==> config.mk <==
export PLATFORM = sky130hd
export DESIGN_NAME = acf_core
export DESIGN_NICKNAME = d
export VERILOG_FILES = /design/src/rtl/acf_clk_div.v /design/src/rtl/acf_core.v
export VERILOG_INCLUDE_DIRS = /design/src /design/src/rtl
export SDC_FILE = /design/constraint.sdc
export NUM_CORES = 1
export LEC_CHECK = 0
export ABC_AREA = 1
export BUFFER_PORTS_ARGS = -buffer_cell sky130_fd_sc_hd__buf_2
export CELL_PAD_IN_SITES_DETAIL_PLACEMENT = 1
export CELL_PAD_IN_SITES_GLOBAL_PLACEMENT = 2
export CORE_MARGIN = 2
export CORE_UTILIZATION = 36
export CTS_BUF_LIST = sky130_fd_sc_hd__clkbuf_4 sky130_fd_sc_hd__clkbuf_8
export DETAILED_ROUTE_END_ITERATION = 10
export PLACE_DENSITY_LB_ADDON = 0.05
export SLEW_MARGIN = 30
export SYNTH_ARGS = -nofsm -noshare
export SYNTH_HDL_FRONTEND = slang
export SYNTH_SLANG_ARGS = --single-unit
==> constraint.sdc <==
create_clock -name mclk -period 2.4 [get_ports mclk]
set_input_delay 0.36 -clock mclk [delete_from_list [all_inputs] [get_ports mclk]]
set_output_delay 0.36 -clock mclk [all_outputs]
set_load 0.01 [all_outputs]
==> src/rtl/acf_consts.vh <==
// Notes on behaviour
// - converter clock period is divider field plus one system clocks.
// - justify select zero gives right-justified, one gives left-justified results.
// - justify select applies only in 10-bit mode; ignored when 8-bit enabled.
// - resolution bit zero selects 10-bit, one selects 8-bit conversion.
// - gain bit zero selects gain 0.5, one selects unity gain.
// - right-justified high byte: zeros in 7:2, top two result bits in 1:0.
// - left-justified high byte holds eight most significant result bits.
// - in 8-bit mode high byte holds the full 8-bit result.
// - right-justified low byte holds lower eight result bits.
// - left-justified low byte: two low bits in 7:6, zeros in 5:0.
// - in 8-bit mode low byte reads all zeros.
// - both result bytes load the new code when a conversion completes.
// - 8-bit conversion takes two fewer converter clocks than 10-bit.
`ifndef ACF_CONSTS_VH
`define ACF_CONSTS_VH
`define ACF_ADDR_CONFIG 8'hbc
`define ACF_ADDR_RES_LO 8'hbd
`define ACF_ADDR_RES_HI 8'hbe
`define ACF_CONFIG_RST 8'hf9
`define ACF_RES_RST 8'h00
`define ACF_DIV_HI 7
`define ACF_DIV_LO 3
`define ACF_JUST_BIT 2
`define ACF_8B_BIT 1
`define ACF_GAIN_BIT 0
`define ACF_BITS_10 4'ha
`define ACF_BITS_8 4'h8
`define ACF_TRACK_CLKS 4'h1
`endif

==> src/rtl/acf_clk_div.v <==
`timescale 1ns/10ps
`default_nettype none
module acf_clk_div #(
    parameter W = 5
) (
    // clock and reset
    input wire mclk,
    input wire reset,
    // divider setting and enable
    input wire [W-1:0] div_val,
    input wire run,
    // one-cycle converter clock tick
    output wire tick
);
    reg [W-1:0] cnt_ff;
    wire [W-1:0] nxt_cnt;

    // count up to the divider value, tick on the wrap; period is div_val+1
    assign tick = run && (cnt_ff >= div_val);
    assign nxt_cnt = (!run || tick) ? {W{1'b0}} : cnt_ff + {{(W-1){1'b0}}, 1'b1};

    // compare with >= so a divider lowered mid-count cannot stall the wrap
    always @(posedge mclk or posedge reset)
    begin
        if (reset)
            cnt_ff <= {W{1'b0}};
        else
            cnt_ff <= nxt_cnt;
    end
endmodule // acf_clk_div
`default_nettype wire

==> src/rtl/acf_core.v <==
`timescale 1ns/10ps
`default_nettype none
`include "acf_consts.vh"
module acf_core #(
    parameter DIV_W = 5,
    parameter RES_W = 10
) (
    // clock and reset
    input wire mclk,
    input wire reset,
    // special function register port
    input wire [7:0] sfr_addr,
    input wire [7:0] sfr_wdata,
    input wire sfr_wr,
    input wire sfr_rd,
    output reg [7:0] sfr_rdata_ff,
    // conversion control from the control logic
    input wire conv_start,
    output wire conv_busy,
    output reg conv_done_ff,
    // analog core side
    input wire sar_cmp,
    output reg [RES_W-1:0] sar_trial_ff,
    output wire sar_clk_tick,
    output wire sar_sample,
    output wire gain_unity,
    output wire eight_bit_mode
);
    // one-hot sequencer states
    localparam S_IDLE = 3'b001;
    localparam S_TRACK = 3'b010;
    localparam S_CONV = 3'b100;
    // one converter clock, the step of the track and bit counters
    localparam [3:0] ONE_CLK = 4'h1;
    // the two low code bits that only 10-bit mode resolves
    localparam LOW_W = 2;
    // width of a special function register
    localparam BYTE_W = 8;

    // software visible registers
    reg [7:0] cfg_ff;
    reg [7:0] res_hi_ff;
    reg [7:0] res_lo_ff;

    // sequencer state
    reg [2:0] state_ff;
    reg [3:0] bit_ff;
    reg [3:0] track_ff;
    reg [RES_W-1:0] acc_ff;
    reg eight_ff;

    // next values from the combinational processes
    reg [2:0] nxt_state;
    reg [3:0] nxt_bit;
    reg [3:0] nxt_track;
    reg [RES_W-1:0] nxt_acc;
    reg [RES_W-1:0] nxt_trial;
    reg nxt_done;
    reg nxt_eight;
    reg [7:0] fmt_hi;
    reg [7:0] fmt_lo;
    reg [7:0] nxt_rdata;

    // decoded fields, strobes and sequencer conditions
    wire [DIV_W-1:0] conv_clock_divider;
    wire justify_select;
    wire eight_bit_enable;
    wire gain_select;
    wire wr_cfg;
    wire wr_hi;
    wire wr_lo;
    wire busy;
    wire start_taken;
    wire last_track;
    wire last_bit;
    wire [RES_W-1:0] final_code;

    // configuration fields
    assign conv_clock_divider = cfg_ff[`ACF_DIV_HI:`ACF_DIV_LO];
    assign justify_select = cfg_ff[`ACF_JUST_BIT];
    assign eight_bit_enable = cfg_ff[`ACF_8B_BIT];
    assign gain_select = cfg_ff[`ACF_GAIN_BIT];
    assign gain_unity = gain_select;
    assign eight_bit_mode = eight_bit_enable;

    // one write strobe per register address
    assign wr_cfg = sfr_wr && (sfr_addr == `ACF_ADDR_CONFIG);
    assign wr_lo = sfr_wr && (sfr_addr == `ACF_ADDR_RES_LO);
    assign wr_hi = sfr_wr && (sfr_addr == `ACF_ADDR_RES_HI);

    // status for the control logic and the analog core
    assign busy = (state_ff != S_IDLE);
    assign conv_busy = busy;
    assign sar_sample = (state_ff == S_TRACK);

    // sequencer conditions; start_taken is also used by the resolution latch
    assign start_taken = (state_ff == S_IDLE) && conv_start;
    assign last_track = (track_ff == ONE_CLK);
    assign last_bit = (bit_ff == ONE_CLK);

    // converter clock divider; runs only while a conversion is under way,
    // so every conversion begins with a full converter clock period
    acf_clk_div #(
        .W(DIV_W)
    ) u_div (
        .mclk(mclk),
        .reset(reset),
        .div_val(conv_clock_divider),
        .run(busy),
        .tick(sar_clk_tick)
    );

    // config register; resolution is latched per conversion so a write
    // during a conversion cannot corrupt the bit sequence
    always @(posedge mclk or posedge reset)
    begin
        if (reset)
            cfg_ff <= `ACF_CONFIG_RST;
        else if (wr_cfg)
            cfg_ff <= sfr_wdata;
    end

    // successive approximation sequencer, one bit per converter clock;
    // a start spends one converter clock tracking, then tries each bit
    // from the top down and the comparator keeps or drops the trial bit;
    // 8-bit mode stops two bits early, so its code sits in the top bits
    // and the two low bits stay zero
    always @*
    begin
        nxt_state = state_ff;
        nxt_bit = bit_ff;
        nxt_track = track_ff;
        nxt_acc = acc_ff;
        nxt_trial = sar_trial_ff;
        nxt_done = 1'b0;
        case (state_ff)
            S_IDLE:
            begin
                if (start_taken)
                begin
                    nxt_state = S_TRACK;
                    nxt_track = `ACF_TRACK_CLKS;
                    nxt_acc = {RES_W{1'b0}};
                    nxt_bit = eight_bit_enable ? `ACF_BITS_8 : `ACF_BITS_10;
                end
            end
            S_TRACK:
            begin
                if (sar_clk_tick)
                begin
                    nxt_track = track_ff - ONE_CLK;
                    if (last_track)
                    begin
                        nxt_state = S_CONV;
                        nxt_trial = {1'b1, {(RES_W-1){1'b0}}};
                    end
                end
            end
            S_CONV:
            begin
                if (sar_clk_tick)
                begin
                    // keep the trial bit if the comparator says input is above
                    nxt_acc = sar_cmp ? sar_trial_ff : acc_ff;
                    nxt_bit = bit_ff - ONE_CLK;
                    if (last_bit)
                    begin
                        nxt_state = S_IDLE;
                        nxt_done = 1'b1;
                        nxt_trial = {RES_W{1'b0}};
                    end
                    else
                        nxt_trial = nxt_acc | ((sar_trial_ff ^ acc_ff) >> 1);
                end
            end
            default:
                nxt_state = S_IDLE;
        endcase
    end

    always @(posedge mclk or posedge reset)
    begin
        if (reset)
        begin
            state_ff <= S_IDLE;
            bit_ff <= 4'h0;
            track_ff <= 4'h0;
            conv_done_ff <= 1'b0;
        end
        else
        begin
            state_ff <= nxt_state;
            bit_ff <= nxt_bit;
            track_ff <= nxt_track;
            conv_done_ff <= nxt_done;
        end
    end

    // code accumulator and trial code; the trial is registered so the
    // comparator sees a settled code for a whole converter clock
    always @(posedge mclk or posedge reset)
    begin
        if (reset)
        begin
            acc_ff <= {RES_W{1'b0}};
            sar_trial_ff <= {RES_W{1'b0}};
        end
        else
        begin
            acc_ff <= nxt_acc;
            sar_trial_ff <= nxt_trial;
        end
    end

    // resolution latched when a start is taken; a later config write
    // only affects the next conversion
    always @*
    begin
        nxt_eight = eight_ff;
        if (start_taken)
            nxt_eight = eight_bit_enable;
    end

    always @(posedge mclk or posedge reset)
    begin
        if (reset)
            eight_ff <= 1'b0;
        else
            eight_ff <= nxt_eight;
    end

    // finished code taken from the accumulator's next value, so the
    // bytes load on the done edge itself
    assign final_code = nxt_acc;

    // result formatting; 8-bit results sit in the top bits of the code
    always @*
    begin
        if (eight_ff)
        begin
            // whole 8-bit code in the high byte, low byte empty
            fmt_hi = final_code[RES_W-1:RES_W-BYTE_W];
            fmt_lo = {BYTE_W{1'b0}};
        end
        else if (justify_select)
        begin
            // left-justified: top eight bits high, two low bits on top of low
            fmt_hi = final_code[RES_W-1:RES_W-BYTE_W];
            fmt_lo = {final_code[LOW_W-1:0], {(BYTE_W-LOW_W){1'b0}}};
        end
        else
        begin
            // right-justified: two top bits at the bottom of the high byte
            fmt_hi = {{(BYTE_W-LOW_W){1'b0}}, final_code[RES_W-1:RES_W-LOW_W]};
            fmt_lo = final_code[BYTE_W-1:0];
        end
    end

    // result bytes: both load in one cycle at completion; a software write
    // loses to a completing conversion so no byte pair is mixed
    always @(posedge mclk or posedge reset)
    begin
        if (reset)
        begin
            res_hi_ff <= `ACF_RES_RST;
            res_lo_ff <= `ACF_RES_RST;
        end
        else if (nxt_done)
        begin
            res_hi_ff <= fmt_hi;
            res_lo_ff <= fmt_lo;
        end
        else
        begin
            if (wr_hi)
                res_hi_ff <= sfr_wdata;
            if (wr_lo)
                res_lo_ff <= sfr_wdata;
        end
    end

    // registered read data; unmapped addresses read zero and a read has
    // no side effects, so software may poll freely
    always @*
    begin
        nxt_rdata = 8'h00;
        if (sfr_rd)
        begin
            case (sfr_addr)
                `ACF_ADDR_CONFIG: nxt_rdata = cfg_ff;
                `ACF_ADDR_RES_LO: nxt_rdata = res_lo_ff;
                `ACF_ADDR_RES_HI: nxt_rdata = res_hi_ff;
                default: nxt_rdata = 8'h00;
            endcase
        end
    end

    always @(posedge mclk or posedge reset)
    begin
        if (reset)
            sfr_rdata_ff <= 8'h00;
        else
            sfr_rdata_ff <= nxt_rdata;
    end
endmodule // acf_core
`default_nettype wire
==> impl_metrics.env <==
export IMPL_status="complete, no violations"
export IMPL_grt_max_degree=35
export IMPL_drt_initial_drc_count=103
export IMPL_worstSetupPathType="flop to output pin"
export IMPL_place_gp_congestion=0.892
export IMPL_die_area_mm2=0.0112
export IMPL_cts_tree="done"
export IMPL_finalHoldViolations=0
export IMPL_routed_wl_um=10800
export IMPL_layout_drive_gt1_share=0.243
export IMPL_slew_viol_final=0
export IMPL_numCtsBuffers=9
export IMPL_dp_slack_ps=-82.4
export IMPL_syn_inst=460
export IMPL_synth_edff_count=0
export IMPL_max_slew_margin=0.582
export IMPL_ios=46
export IMPL_ys_seq_elements=70
export IMPL_synth_area_leaders="dfrtp_1 42%, nand2_1 12%, inv_1 5.6%"
export IMPL_timing_final_crit_period_ps=2310
export IMPL_async_flop_share=1.00
export IMPL_whs_ps=64.2
export IMPL_die_w_um=106
export IMPL_r2r_end="res_hi_ff[3]"
export IMPL_gr_total_overflow=0
export IMPL_period_share=0.962
export IMPL_setup_tns_ps=0
export IMPL_timing_fmax_mhz=433
export IMPL_fin_ws_ps=91.2
export IMPL_grt_pass1_wl_um=17900
export IMPL_worstMarginPinSlew_ps=626
export IMPL_hold_path_class="primary input to async pin"
export IMPL_dpl_hpwl_um=8240
export IMPL_cp_start_kind="flop"
export IMPL_grt_pass1_vias=3353
export IMPL_fin_nets=553
export IMPL_clk_pin_slew_ps=80
export IMPL_grt_antenna_before_repair=0
export IMPL_power_leakage_nw=2.36
export IMPL_worst_ep_arrival_time_ps=1950
export IMPL_num_antenna_cells=0
export IMPL_drtAntennaViolNets=0
export IMPL_synth_avg_cell_area_um2=8.11
export IMPL_synth_top_area_share=0.423
export IMPL_via_per_inst=4.93
export IMPL_die_h_um=106
export IMPL_initial_core_util=0.366
export IMPL_synth_common_cells="121 x nand2_1, 63 x dfrtp_1, 56 x inv_1, 47 x nor2_1, 21 x nand2_2"
export IMPL_yosysWarningCount=0
export IMPL_critical_path_max_fanout=4
export IMPL_vias=3261
export IMPL_dr_pass1_iters=4
export IMPL_ff2ff_setup_slack_ps=200
export IMPL_track_usage=0.212
export IMPL_rsz0062_at_grt="true"
export IMPL_drc=0
export IMPL_cts_path_max_buffers=2
export IMPL_setup_viol=0
export IMPL_synth_nets=492
export IMPL_r2r_start="cfg_ff[7]"
export IMPL_wire_per_inst_um=16.3
export IMPL_synth_most_common_cell="nand2_1"
export IMPL_htree_levels=3
export IMPL_seq_area_frac_synth=0.472
export IMPL_area_delta_synth_final_pct=19.8
export IMPL_core_mm2=0.0102
export IMPL_powerDensity_mw_per_mm2=733
export IMPL_maxCapViolations=0
export IMPL_yosysTopAreaCell="dfrtp_1"
export IMPL_cts_root_buf="clkbuf_8"
export IMPL_numPortBuffers=45
export IMPL_row_count=37
export IMPL_nFillCells=1248
export IMPL_reg2regPathDepth=10
export IMPL_fin_skew_ps=9.49
export IMPL_end_kind="output pin"
export IMPL_ys_types=39
export IMPL_insertion_delay_ps=370
export IMPL_utilization=0.439
export IMPL_synth_area_mm2=0.00373
export IMPL_synth_ff_type="dfrtp_1"
export IMPL_vdd_drop_max_uv=458
export IMPL_cp_required_ps=2040
export IMPL_cts_sinks=70
worst max-delay path by stage:
stage	start	slack [ps]	cells past startpoint	end
2_1_floorplan	reset	280	1	acc_ff[0]
3_3_place_gp	cfg_ff[7]	-60	9	res_hi_ff[2]
3_5_place_dp	cfg_ff[7]	-80	9	res_hi_ff[3]
4_1_cts	cfg_ff[7]	20	9	sar_clk_tick
5_1_grt	cfg_ff[7]	-30	7	sar_clk_tick
6_report	cfg_ff[7]	90	7	sar_clk_tick
through the flow:
step / area [µm²] / cells / total power, W
floorplan: 3730 / 460 / 0.00195
global placement: 4170 / 642 / 0.00217
detailed placement: 4170 / 642 / 0.00219
CTS: 4400 / 658 / 0.00327
global route: 4470 / 662 / 0.00350
finish: 4470 / 662 / 0.00327
sequential cells by signal (all words and copies together) (netlist names):
name,flops
cfg_ff,8
acc_ff,10
bit_ff,4
res_lo_ff,8
u_div.cnt_ff,5
res_hi_ff,8
eight_ff,1
sfr_rdata_ff,8
conv_done_ff,1
state_ff,3
sar_trial_ff,10
track_ff,4
critical path, cell delays in order, from the launching register on:
cell and delay [ps]:
dfstp_2 520, inv_1 60, ha_1 320, a21oi_2 250, nand3_4 140, nand2_4 120, inv_1 40, buf_2 130
logic make-up (layout without fill, tap and decap cells):
logic type                 after synthesis  after routing  synth area share
AOI/OAI and AO/OA                       65             65             0.107
xor gates and xnor gates                14             14            0.0329
adders and majority gates               10             10            0.0335
DFF                                     70             70             0.472
and+or+nand+nor                        230            230             0.275
buffers and inverters                   69            135            0.0738
muxes                                    2              2           0.00604
repair_timing:
item | in CTS | in global routing
pin swaps | 0 | 2
setup buffers | 0 | 4
hold buffers | 0 | 0
endpoints found under the setup margin | 5 | 14
gates resized for setup | 2 | 6
report_power, final:
part	internal [W]	switching [W]	leakage [nW]
Sequential	0.00131	0.0000955	0.868
Combinational	0.000280	0.000533	1.37
Clock	0.000590	0.000464	0.115
Total	0.00218	0.00109	2.36
routing by layer:
| layer | global-route usage | up-vias | share of wire |
|---|---|---|---|
| li1 | - | 1595 | - |
| met1 | 0.264 | 1604 | 0.45 |
| met5 | 0 | - | 0 |
| met2 | 0.362 | 53 | 0.50 |
| met3 | 0.0526 | 9 | 0.038 |
| met4 | 0.0667 | 0 | 0.013 |
area by class of cell:
cell class / instances / area, µm² / area share
Inverter: 61 / 229 / 0.0512
Multi-Input combinational cell: 321 / 1730 / 0.387
Clock buffer: 13 / 179 / 0.0400
Tap cell: 136 / 170 / 0.0381
Clock inverter: 3 / 40.0 / 0.00896
Sequential cell: 70 / 1760 / 0.394
Timing Repair Buffer: 58 / 360 / 0.0806
cells in the final DEF (no fill, tap or decap), drive strengths merged:
cell type | synthesis | final
nand3b | 1 | 1
o221ai | 2 | 2
inv | 61 | 61
o21ai | 23 | 23
buf | 6 | 58
o211ai | 4 | 4
o2bb2ai | 1 | 1
xnor2 | 2 | 2
clkinv | 0 | 2
ha | 10 | 10
clkbuf | 2 | 13
nor3 | 4 | 4
bufinv | 0 | 1
or2 | 2 | 2
dfrtp | 63 | 63
nor3b | 2 | 2
a22oi | 3 | 3
nand3 | 23 | 23
xor2 | 12 | 12
mux2 | 2 | 2
nand4 | 5 | 5
o21a | 1 | 1
nor2 | 51 | 51
a31oi | 1 | 1
dfstp | 7 | 7
o31ai | 11 | 11
o22ai | 1 | 1
nand2 | 142 | 142
a21oi | 18 | 18
Note: power is estimated with default switching activity, not from simulation.
